==> config.mk <==
export PLATFORM = sky130hd
export DESIGN_NAME = arwc_adc_result_mux_window_cmp
export DESIGN_NICKNAME = d
export VERILOG_FILES = /design/src/arwc_adc_result_mux_window_cmp.v
export VERILOG_INCLUDE_DIRS = /design/src
export SDC_FILE = /design/constraint.sdc
export NUM_CORES = 1
export LEC_CHECK = 0
export BUFFER_PORTS_ARGS = -buffer_cell sky130_fd_sc_hd__buf_2
export CORE_MARGIN = 8
export CORE_UTILIZATION = 40
export CTS_CLUSTER_DIAMETER = 200
export DETAILED_ROUTE_END_ITERATION = 8
export HOLD_SLACK_MARGIN = 0.08
export PLACE_DENSITY = 0.57
export SLEW_MARGIN = 20
export SYNTH_ARGS = -nofsm -noshare
export SYNTH_HDL_FRONTEND = slang
export SYNTH_SLANG_ARGS = --single-unit
==> constraint.sdc <==
create_clock -name mclk -period 15.6 [get_ports mclk]
set_clock_uncertainty 0.2 [all_clocks]
set_input_delay 1.56 -clock mclk [delete_from_list [all_inputs] [get_ports mclk]]
set_output_delay 1.56 -clock mclk [all_outputs]
set_load 0.01 [all_outputs]
==> src/arwc_consts.vh <==
// Constants for the converter result packing and window compare block
`ifndef ARWC_CONSTS_VH
`define ARWC_CONSTS_VH
`define ARWC_RES_W 16
`define ARWC_SEL_W 7
`define ARWC_SEL_RESET 7'h00
`define ARWC_RES_RESET 16'h0000
`define ARWC_ACC_1 3'h0
`define ARWC_ACC_2 3'h1
`define ARWC_ACC_4 3'h2
`define ARWC_ACC_8 3'h3
`define ARWC_ACC_16 3'h4
`define ARWC_ACC_32 3'h5
`define ARWC_ACC_64 3'h6
`define ARWC_ACC_128 3'h7
`define ARWC_WIN_OFF 3'h0
`define ARWC_WIN_BELOW 3'h1
`define ARWC_WIN_ABOVE 3'h2
`define ARWC_WIN_INSIDE 3'h3
`define ARWC_WIN_OUTSIDE 3'h4
`endif

==> src/arwc_adc_result_mux_window_cmp.v <==
// Converter back end: input select shadowing, result packing, window compare
// Functional notes
// - Single differential result sits in 11..0 sign-extended, or 15..4 when left-adjusted.
// - 2/4/8 sums are 13/14/15 bits, sign-extended or padded 3/2/1 zeros.
// - 32/64/128 sums drop low bits to fit 16; left adjust ignored.
// - Single-ended routes only positive select; differential routes both selects.
// - Shadow selects track software fields continuously while idle.
// - Shadow selects freeze from conversion start; writes meanwhile do not reach core.
// - Tracking resumes in last converter clock cycle before completion.
// - Start command begins conversion at next rising clock edge.
// - Window flag set and interrupt requested when result meets condition.
// - Four conditions: below, above, inside, outside thresholds.
// - Thresholds from two registers; condition from window mode field.
// - Comparator works only with a valid non-zero mode code.
// - Window interrupt enable bit gates the flag onto the request.
// - Accumulations compare once, after the last sample.
// - Compare uses the final stored result word, not individual samples.
// - Single-ended stored unsigned zero-extended; differential two's complement sign-extended.
// - Right-adjusted by default; left adjust puts top eight bits in high byte.
// - Accumulation count from 3-bit field; truncate beyond 16 samples.
`timescale 1ns/10ps
`include "arwc_consts.vh"

module arwc_adc_result_mux_window_cmp (
  input wire mclk,
  input wire reset_n,
  input wire clk_en,
  input wire start_conversion_cmd,
  input wire differential_mode,
  input wire left_adjust_result,
  input wire [2:0] accumulation_count_field,
  input wire [6:0] positive_input_select,
  input wire [6:0] negative_input_select,
  input wire [2:0] window_mode_field,
  input wire [15:0] window_low_threshold,
  input wire [15:0] window_high_threshold,
  input wire window_int_enable,
  input wire window_flag_clear,
  input wire core_last_cycle,
  input wire core_sample_valid,
  input wire [11:0] core_sample,
  output reg [6:0] core_pos_select,
  output reg [6:0] core_neg_select,
  output wire core_start,
  output wire conversion_busy,
  output reg [15:0] result_word,
  output reg result_ready,
  output reg window_compare_flag,
  output wire window_irq
);

  localparam ST_IDLE = 2'b01;
  localparam ST_CONV = 2'b10;

  reg [1:0] state_reg;
  reg [1:0] state_next;
  reg [6:0] pos_shadow_reg;
  reg [6:0] neg_shadow_reg;
  reg [22:0] acc_reg;
  reg [7:0] count_reg;
  reg [15:0] packed_word;
  reg cmp_hit;
  reg [22:0] acc_sum;
  reg [7:0] target;
  reg done;
  reg [6:0] pos_shadow_next;
  reg [6:0] neg_shadow_next;
  reg [6:0] core_pos_next;
  reg [6:0] core_neg_next;
  reg [22:0] acc_next;
  reg [7:0] count_next;
  reg [15:0] result_next;
  reg flag_next;

  wire [22:0] sample_ext;
  wire is_idle;
  wire lock_open;
  wire below_low;
  wire above_low;
  wire below_high;
  wire above_high;

  assign is_idle = state_reg[0];
  assign conversion_busy = state_reg[1];
  // Start sampled on the clock edge; conversion runs from that edge
  // Gated by the enable so a frozen block never launches the core
  assign core_start = clk_en & is_idle & start_conversion_cmd;
  // Open while idle and in the core's final cycle
  assign lock_open = is_idle | core_last_cycle;

  assign sample_ext = differential_mode ? {{11{core_sample[11]}}, core_sample} :
    {11'h000, core_sample};

  always @* begin
    case (accumulation_count_field)
      `ARWC_ACC_1: target = 8'h01;
      `ARWC_ACC_2: target = 8'h02;
      `ARWC_ACC_4: target = 8'h04;
      `ARWC_ACC_8: target = 8'h08;
      `ARWC_ACC_16: target = 8'h10;
      `ARWC_ACC_32: target = 8'h20;
      `ARWC_ACC_64: target = 8'h40;
      default: target = 8'h80;
    endcase
  end

  always @* begin
    acc_sum = (count_reg == 8'h00) ? sample_ext : acc_reg + sample_ext;
    done = core_sample_valid & conversion_busy & ((count_reg + 8'h01) == target);
  end

  // Pack the final sum; differential sign extends, single-ended zero-extends
  always @* begin
    packed_word = `ARWC_RES_RESET;
    case (accumulation_count_field)
      `ARWC_ACC_1: packed_word = left_adjust_result ? {acc_sum[11:0], 4'h0} :
        acc_sum[15:0];
      `ARWC_ACC_2: packed_word = left_adjust_result ? {acc_sum[12:0], 3'h0} :
        acc_sum[15:0];
      `ARWC_ACC_4: packed_word = left_adjust_result ? {acc_sum[13:0], 2'h0} :
        acc_sum[15:0];
      `ARWC_ACC_8: packed_word = left_adjust_result ? {acc_sum[14:0], 1'b0} :
        acc_sum[15:0];
      `ARWC_ACC_16: packed_word = acc_sum[15:0];
      `ARWC_ACC_32: packed_word = acc_sum[16:1];
      `ARWC_ACC_64: packed_word = acc_sum[17:2];
      `ARWC_ACC_128: packed_word = acc_sum[18:3];
      default: packed_word = acc_sum[15:0];
    endcase
  end

  // Compare runs on the packed word, so left adjust keeps thresholds sample-count free
  arwc_thr_cmp #(
    .WIDTH(`ARWC_RES_W)
  ) i_low_cmp (
    .value(packed_word),
    .threshold(window_low_threshold),
    .signed_mode(differential_mode),
    .less_than(below_low),
    .greater_than(above_low)
  );

  arwc_thr_cmp #(
    .WIDTH(`ARWC_RES_W)
  ) i_high_cmp (
    .value(packed_word),
    .threshold(window_high_threshold),
    .signed_mode(differential_mode),
    .less_than(below_high),
    .greater_than(above_high)
  );

  // Codes 5..7 fall to the default and never hit
  always @* begin
    cmp_hit = 1'b0;
    case (window_mode_field)
      `ARWC_WIN_BELOW: cmp_hit = below_low;
      `ARWC_WIN_ABOVE: cmp_hit = above_high;
      `ARWC_WIN_INSIDE: cmp_hit = above_low & below_high;
      `ARWC_WIN_OUTSIDE: cmp_hit = below_low | above_high;
      default: cmp_hit = 1'b0;
    endcase
  end

  always @* begin
    state_next = state_reg;
    case (state_reg)
      ST_IDLE: if (start_conversion_cmd) state_next = ST_CONV;
      ST_CONV: if (done) state_next = ST_IDLE;
      default: state_next = ST_IDLE;
    endcase
  end

  assign window_irq = window_compare_flag & window_int_enable;

  // Shadows follow software while the lock is open, hold otherwise
  always @* begin
    pos_shadow_next = pos_shadow_reg;
    neg_shadow_next = neg_shadow_reg;
    if (lock_open) begin
      pos_shadow_next = positive_input_select;
      neg_shadow_next = negative_input_select;
    end
  end

  always @* begin
    core_pos_next = lock_open ? positive_input_select : pos_shadow_reg;
    // Negative select held at zero when single-ended
    core_neg_next = `ARWC_SEL_RESET;
    if (differential_mode)
      core_neg_next = lock_open ? negative_input_select : neg_shadow_reg;
  end

  always @* begin
    acc_next = acc_reg;
    count_next = count_reg;
    if (core_start) begin
      count_next = 8'h00;
    end else if (conversion_busy && core_sample_valid) begin
      acc_next = acc_sum;
      count_next = done ? 8'h00 : count_reg + 8'h01;
    end
  end

  always @* begin
    result_next = result_word;
    if (done)
      result_next = packed_word;
  end

  // Set wins over a clear in the same cycle
  always @* begin
    flag_next = window_compare_flag;
    if (done && cmp_hit)
      flag_next = 1'b1;
    else if (window_flag_clear)
      flag_next = 1'b0;
  end

  // Every register below holds while the clock enable is low
  always @(posedge mclk or negedge reset_n) begin
    if (!reset_n) begin
      state_reg <= ST_IDLE;
    end else if (clk_en) begin
      state_reg <= state_next;
    end
  end

  always @(posedge mclk or negedge reset_n) begin
    if (!reset_n) begin
      pos_shadow_reg <= `ARWC_SEL_RESET;
      neg_shadow_reg <= `ARWC_SEL_RESET;
    end else if (clk_en) begin
      pos_shadow_reg <= pos_shadow_next;
      neg_shadow_reg <= neg_shadow_next;
    end
  end

  always @(posedge mclk or negedge reset_n) begin
    if (!reset_n) begin
      core_pos_select <= `ARWC_SEL_RESET;
      core_neg_select <= `ARWC_SEL_RESET;
    end else if (clk_en) begin
      core_pos_select <= core_pos_next;
      core_neg_select <= core_neg_next;
    end
  end

  always @(posedge mclk or negedge reset_n) begin
    if (!reset_n) begin
      acc_reg <= 23'h000000;
      count_reg <= 8'h00;
    end else if (clk_en) begin
      acc_reg <= acc_next;
      count_reg <= count_next;
    end
  end

  // Ready is a one-cycle strobe on the edge that stores the word
  always @(posedge mclk or negedge reset_n) begin
    if (!reset_n) begin
      result_word <= `ARWC_RES_RESET;
      result_ready <= 1'b0;
    end else if (clk_en) begin
      result_word <= result_next;
      result_ready <= done;
    end
  end

  always @(posedge mclk or negedge reset_n) begin
    if (!reset_n) begin
      window_compare_flag <= 1'b0;
    end else if (clk_en) begin
      window_compare_flag <= flag_next;
    end
  end

endmodule

// Compare of a result word against one threshold, signed or unsigned
module arwc_thr_cmp #(
  parameter WIDTH = 16
) (
  input wire [WIDTH-1:0] value,
  input wire [WIDTH-1:0] threshold,
  input wire signed_mode,
  output wire less_than,
  output wire greater_than
);
  wire [WIDTH:0] value_ext;
  wire [WIDTH:0] thr_ext;
  // One extra bit lets a single signed compare serve both formats
  assign value_ext = {signed_mode & value[WIDTH-1], value};
  assign thr_ext = {signed_mode & threshold[WIDTH-1], threshold};
  assign less_than = $signed(value_ext) < $signed(thr_ext);
  assign greater_than = $signed(value_ext) > $signed(thr_ext);
endmodule

==> results.toml <==
[die]
floorplan.io_pins = 109
fp.dieH_um = 145
placementRows = 47
die_width_um = 145
die-area_um2 = 21100
placeableCoreArea_um2 = 16500
initial_core_util = 0.405

[grt]
grt_use_total = 0.200
grt_pass1_wl_um = 34800
antenna_found_initial = 0
grt_max_degree = 41
globalRoute.totalOverflow = 0
grt_pass1_vias = 6536

[cts]
htreeDepth = 3
clk_latency_ps = 350
postCtsHoldBufs = 0
post_cts_resized = 0
cts_made_buffers = 9
cts_tree = "done"
clock-sinks = 68
cts.clk_slew.worst_paths_ps = 60
clock_path_buffers = 2
cts_setup_buffers = 0
cts-root-buf = "clkbuf_16"

[place]
dp.cells = 1119
port_buffers = 108
dp_hpwl_um = 16000
place.gp.congestion = 0.898

[sta]
tightestPinTransition_ps = 1010
hold_viol = 0
fin_crit_ps = 6880
final-setup-viol-count = 0
clock.fmax_mhz = 145
fin_crit_sh = 0.441
tns_ps = 0
rsz0062_at_grt = "false"
whs_ps = 281
timing.slew.headroom = 0.321
drv_slew = 0

[critical_path]
r2r-start = "acc_reg[0]"
path_class = "input port to register"
cp-start-kind = "input port"
crit_start = "differential_mode"
critPathRequiredTime_ps = 15630
worst-path-max-fanout = 15
critPathArrivalTime_ps = 6910
end_kind = "register"

[routing]
vias = 6675
drc_errors = 0
wl_per_cell_um = 18.9
postRouteAntennaNets = 0
first_iter_violations = 438
drt_wl_total_um = 21400
first_pass_iters = 5
vias_per_cell = 5.88

[yosys]
synth_compound_area_frac = 0.293
syn_area_um2 = 6670
async_flop_share = 1.00
yosys_warnings = 0
ys_ff_latch = 68
synthAdderAreaFrac = 0.0987
seq_area_frac_synth = 0.255
synth.distinct_cells = 80
synth_top_family_by_area = "compound AO/OA/AOI/OAI gates"
synth-edff-count = 0
synth_area_leaders = "dfrtp_1 25%, ha_1 9.6%, nand2_1 5.2%"
syn_avg_cell_area_um2 = 8.04
synth-simple-area-share = 0.185
synthMuxAreaShare = 0.0915
synthDominantCellAreaShare = 0.251
synth-xor-area-share = 0.0197
synthCells = 830
yosysTopAreaCell = "dfrtp_1"
synth_flop_cell = "dfrtp_1"
syn-num-nets = 956

[layout]
layoutNonFillerInstCount = 1135
final_nets = 1036
final_layout_size_suffix_gt1_frac = 0.199
largest_reg_flops = 19
antenna_cells = 0
area_growth_pct = 14.7

[power_and_ir_drop]
ir_drop_uv = 69.8
p_per_area_nw_per_um2 = 161
p_leak_nw = 3.61

[min_path]
hp-start = "result_ready"
hold_class = "register to register"

[job]
maxCapViolCount = 0

[outcome]
outcome = "finished clean"
## final cells by class
class | instances | area (um2)
inverter | 48 | 180
timing repair buffer | 115 | 596
clock inverter | 7 | 82.6
tap | 220 | 275
fill | 1741 | 8820
clock buffer | 9 | 225
multi-input combinational | 668 | 4590
sequential | 68 | 1700
## placed cells by master, fill, tap and decap left out, types with 8 or more instances in the layout
cell type	Yosys	final
buf_2	9	107
nand2_1	93	93
dfrtp_1	67	67
o21ai_0	65	65
a21oi_1	63	63
nor2_1	63	63
ha_1	51	51
inv_1	46	46
mux2_2	28	28
mux2i_1	25	25
nand3_1	19	19
a21o_1	18	18
nor3_1	12	12
and2_1	11	11
a211oi_1	10	10
nand4_1	10	10
o2bb2ai_1	9	9
o31ai_1	9	9
a31oi_1	9	9
clkbuf_16	0	9
xor2_1	8	8
nor2b_1	8	8
or3_1	8	8
buf_4	4	8
## critical path, cell delays in order
cell and delay (ps):
buf_2 260, nand2_1 310, inv_1 420, ha_1 400, o2111ai_1 140, o211a_1 230, o21bai_1 120, o2111ai_1 120
a211oi_1 850, a22oi_1 140, nor2_1 140, nor4_1 90, nor2_1 180, ha_1 270, a21o_1 180, a2111oi_0 640
a311o_1 200, o21ai_0 90, o21ai_0 140, o21ai_0 100, a21oi_1 130, o211a_1 140, o21ai_0 60
## kinds of logic (layout without fill, tap and decap cells)
group	count (synthesis)	in the layout
AND/OR/NAND/NOR	259	259
adder cells (fa/ha/maj)	52	52
AO/OA/AOI/OAI	287	287
buffers and inverters	94	179
XOR/XNOR	15	15
flip-flops	68	68
multiplexers	55	55
## power breakdown
group	total (mW)	internal (mW)	switching [mW]	leakage (nW)
logic	0.738	0.281	0.457	2.60
registers	0.277	0.232	0.0455	0.867
clock network	0.219	0.126	0.0924	0.151
total	1.23	0.640	0.595	3.61
## path summary, 6_finish.rpt
path | to | slack [ps] | cells past startpoint
min | result_ready | 280 | 1
min reg2reg | result_ready | 280 | 1
max | window_compare_flag | 8720 | 23
min in group asynchronous | acc_reg[10] | 940 | 1
max in group asynchronous | state_reg[0] | 13330 | 2
max reg2reg | window_compare_flag | 9830 | 21
## Yosys cell counts, types with 7 or more instances
library cell and instances:
nor2b_1 8, clkbuf_1 33, o21ai_0 65, o31ai_1 9
o2bb2ai_1 9, dfrtp_1 67, mux2i_1 25, mux2_2 28
inv_1 46, buf_2 9, nand2_1 93, and2_1 11
nor3_1 12, ha_1 51, a21oi_1 63, nand3_1 19
a31oi_1 9, xor2_1 8, xnor2_1 7, nor2_1 63
a211oi_1 10, nand4_1 10, or3_1 8, a21o_1 18
o211ai_1 7, o22ai_1 7
## through the flow
step                setup WS, ps  power, mW  cell area [um2]   util
floorplan                   9430      0.803             6670      -
global placement            8580       1.01             7340  0.446
detailed placement          8410       1.01             7340  0.446
CTS                         8790       1.23             7650  0.465
global route                8110       1.33             7650  0.465
finish                      8720       1.23             7650  0.465
## per-layer routing
metal / part of all wire / vias to the layer above / track usage
met5: 0 / - / 0
met1: 0.47 / 3154 / 0.270
met3: 0.069 / 29 / 0.0454
met2: 0.44 / 241 / 0.308
li1: - / 3251 / -
met4: 0.023 / 0 / 0.0656
Power figures use the tool's default switching activity.
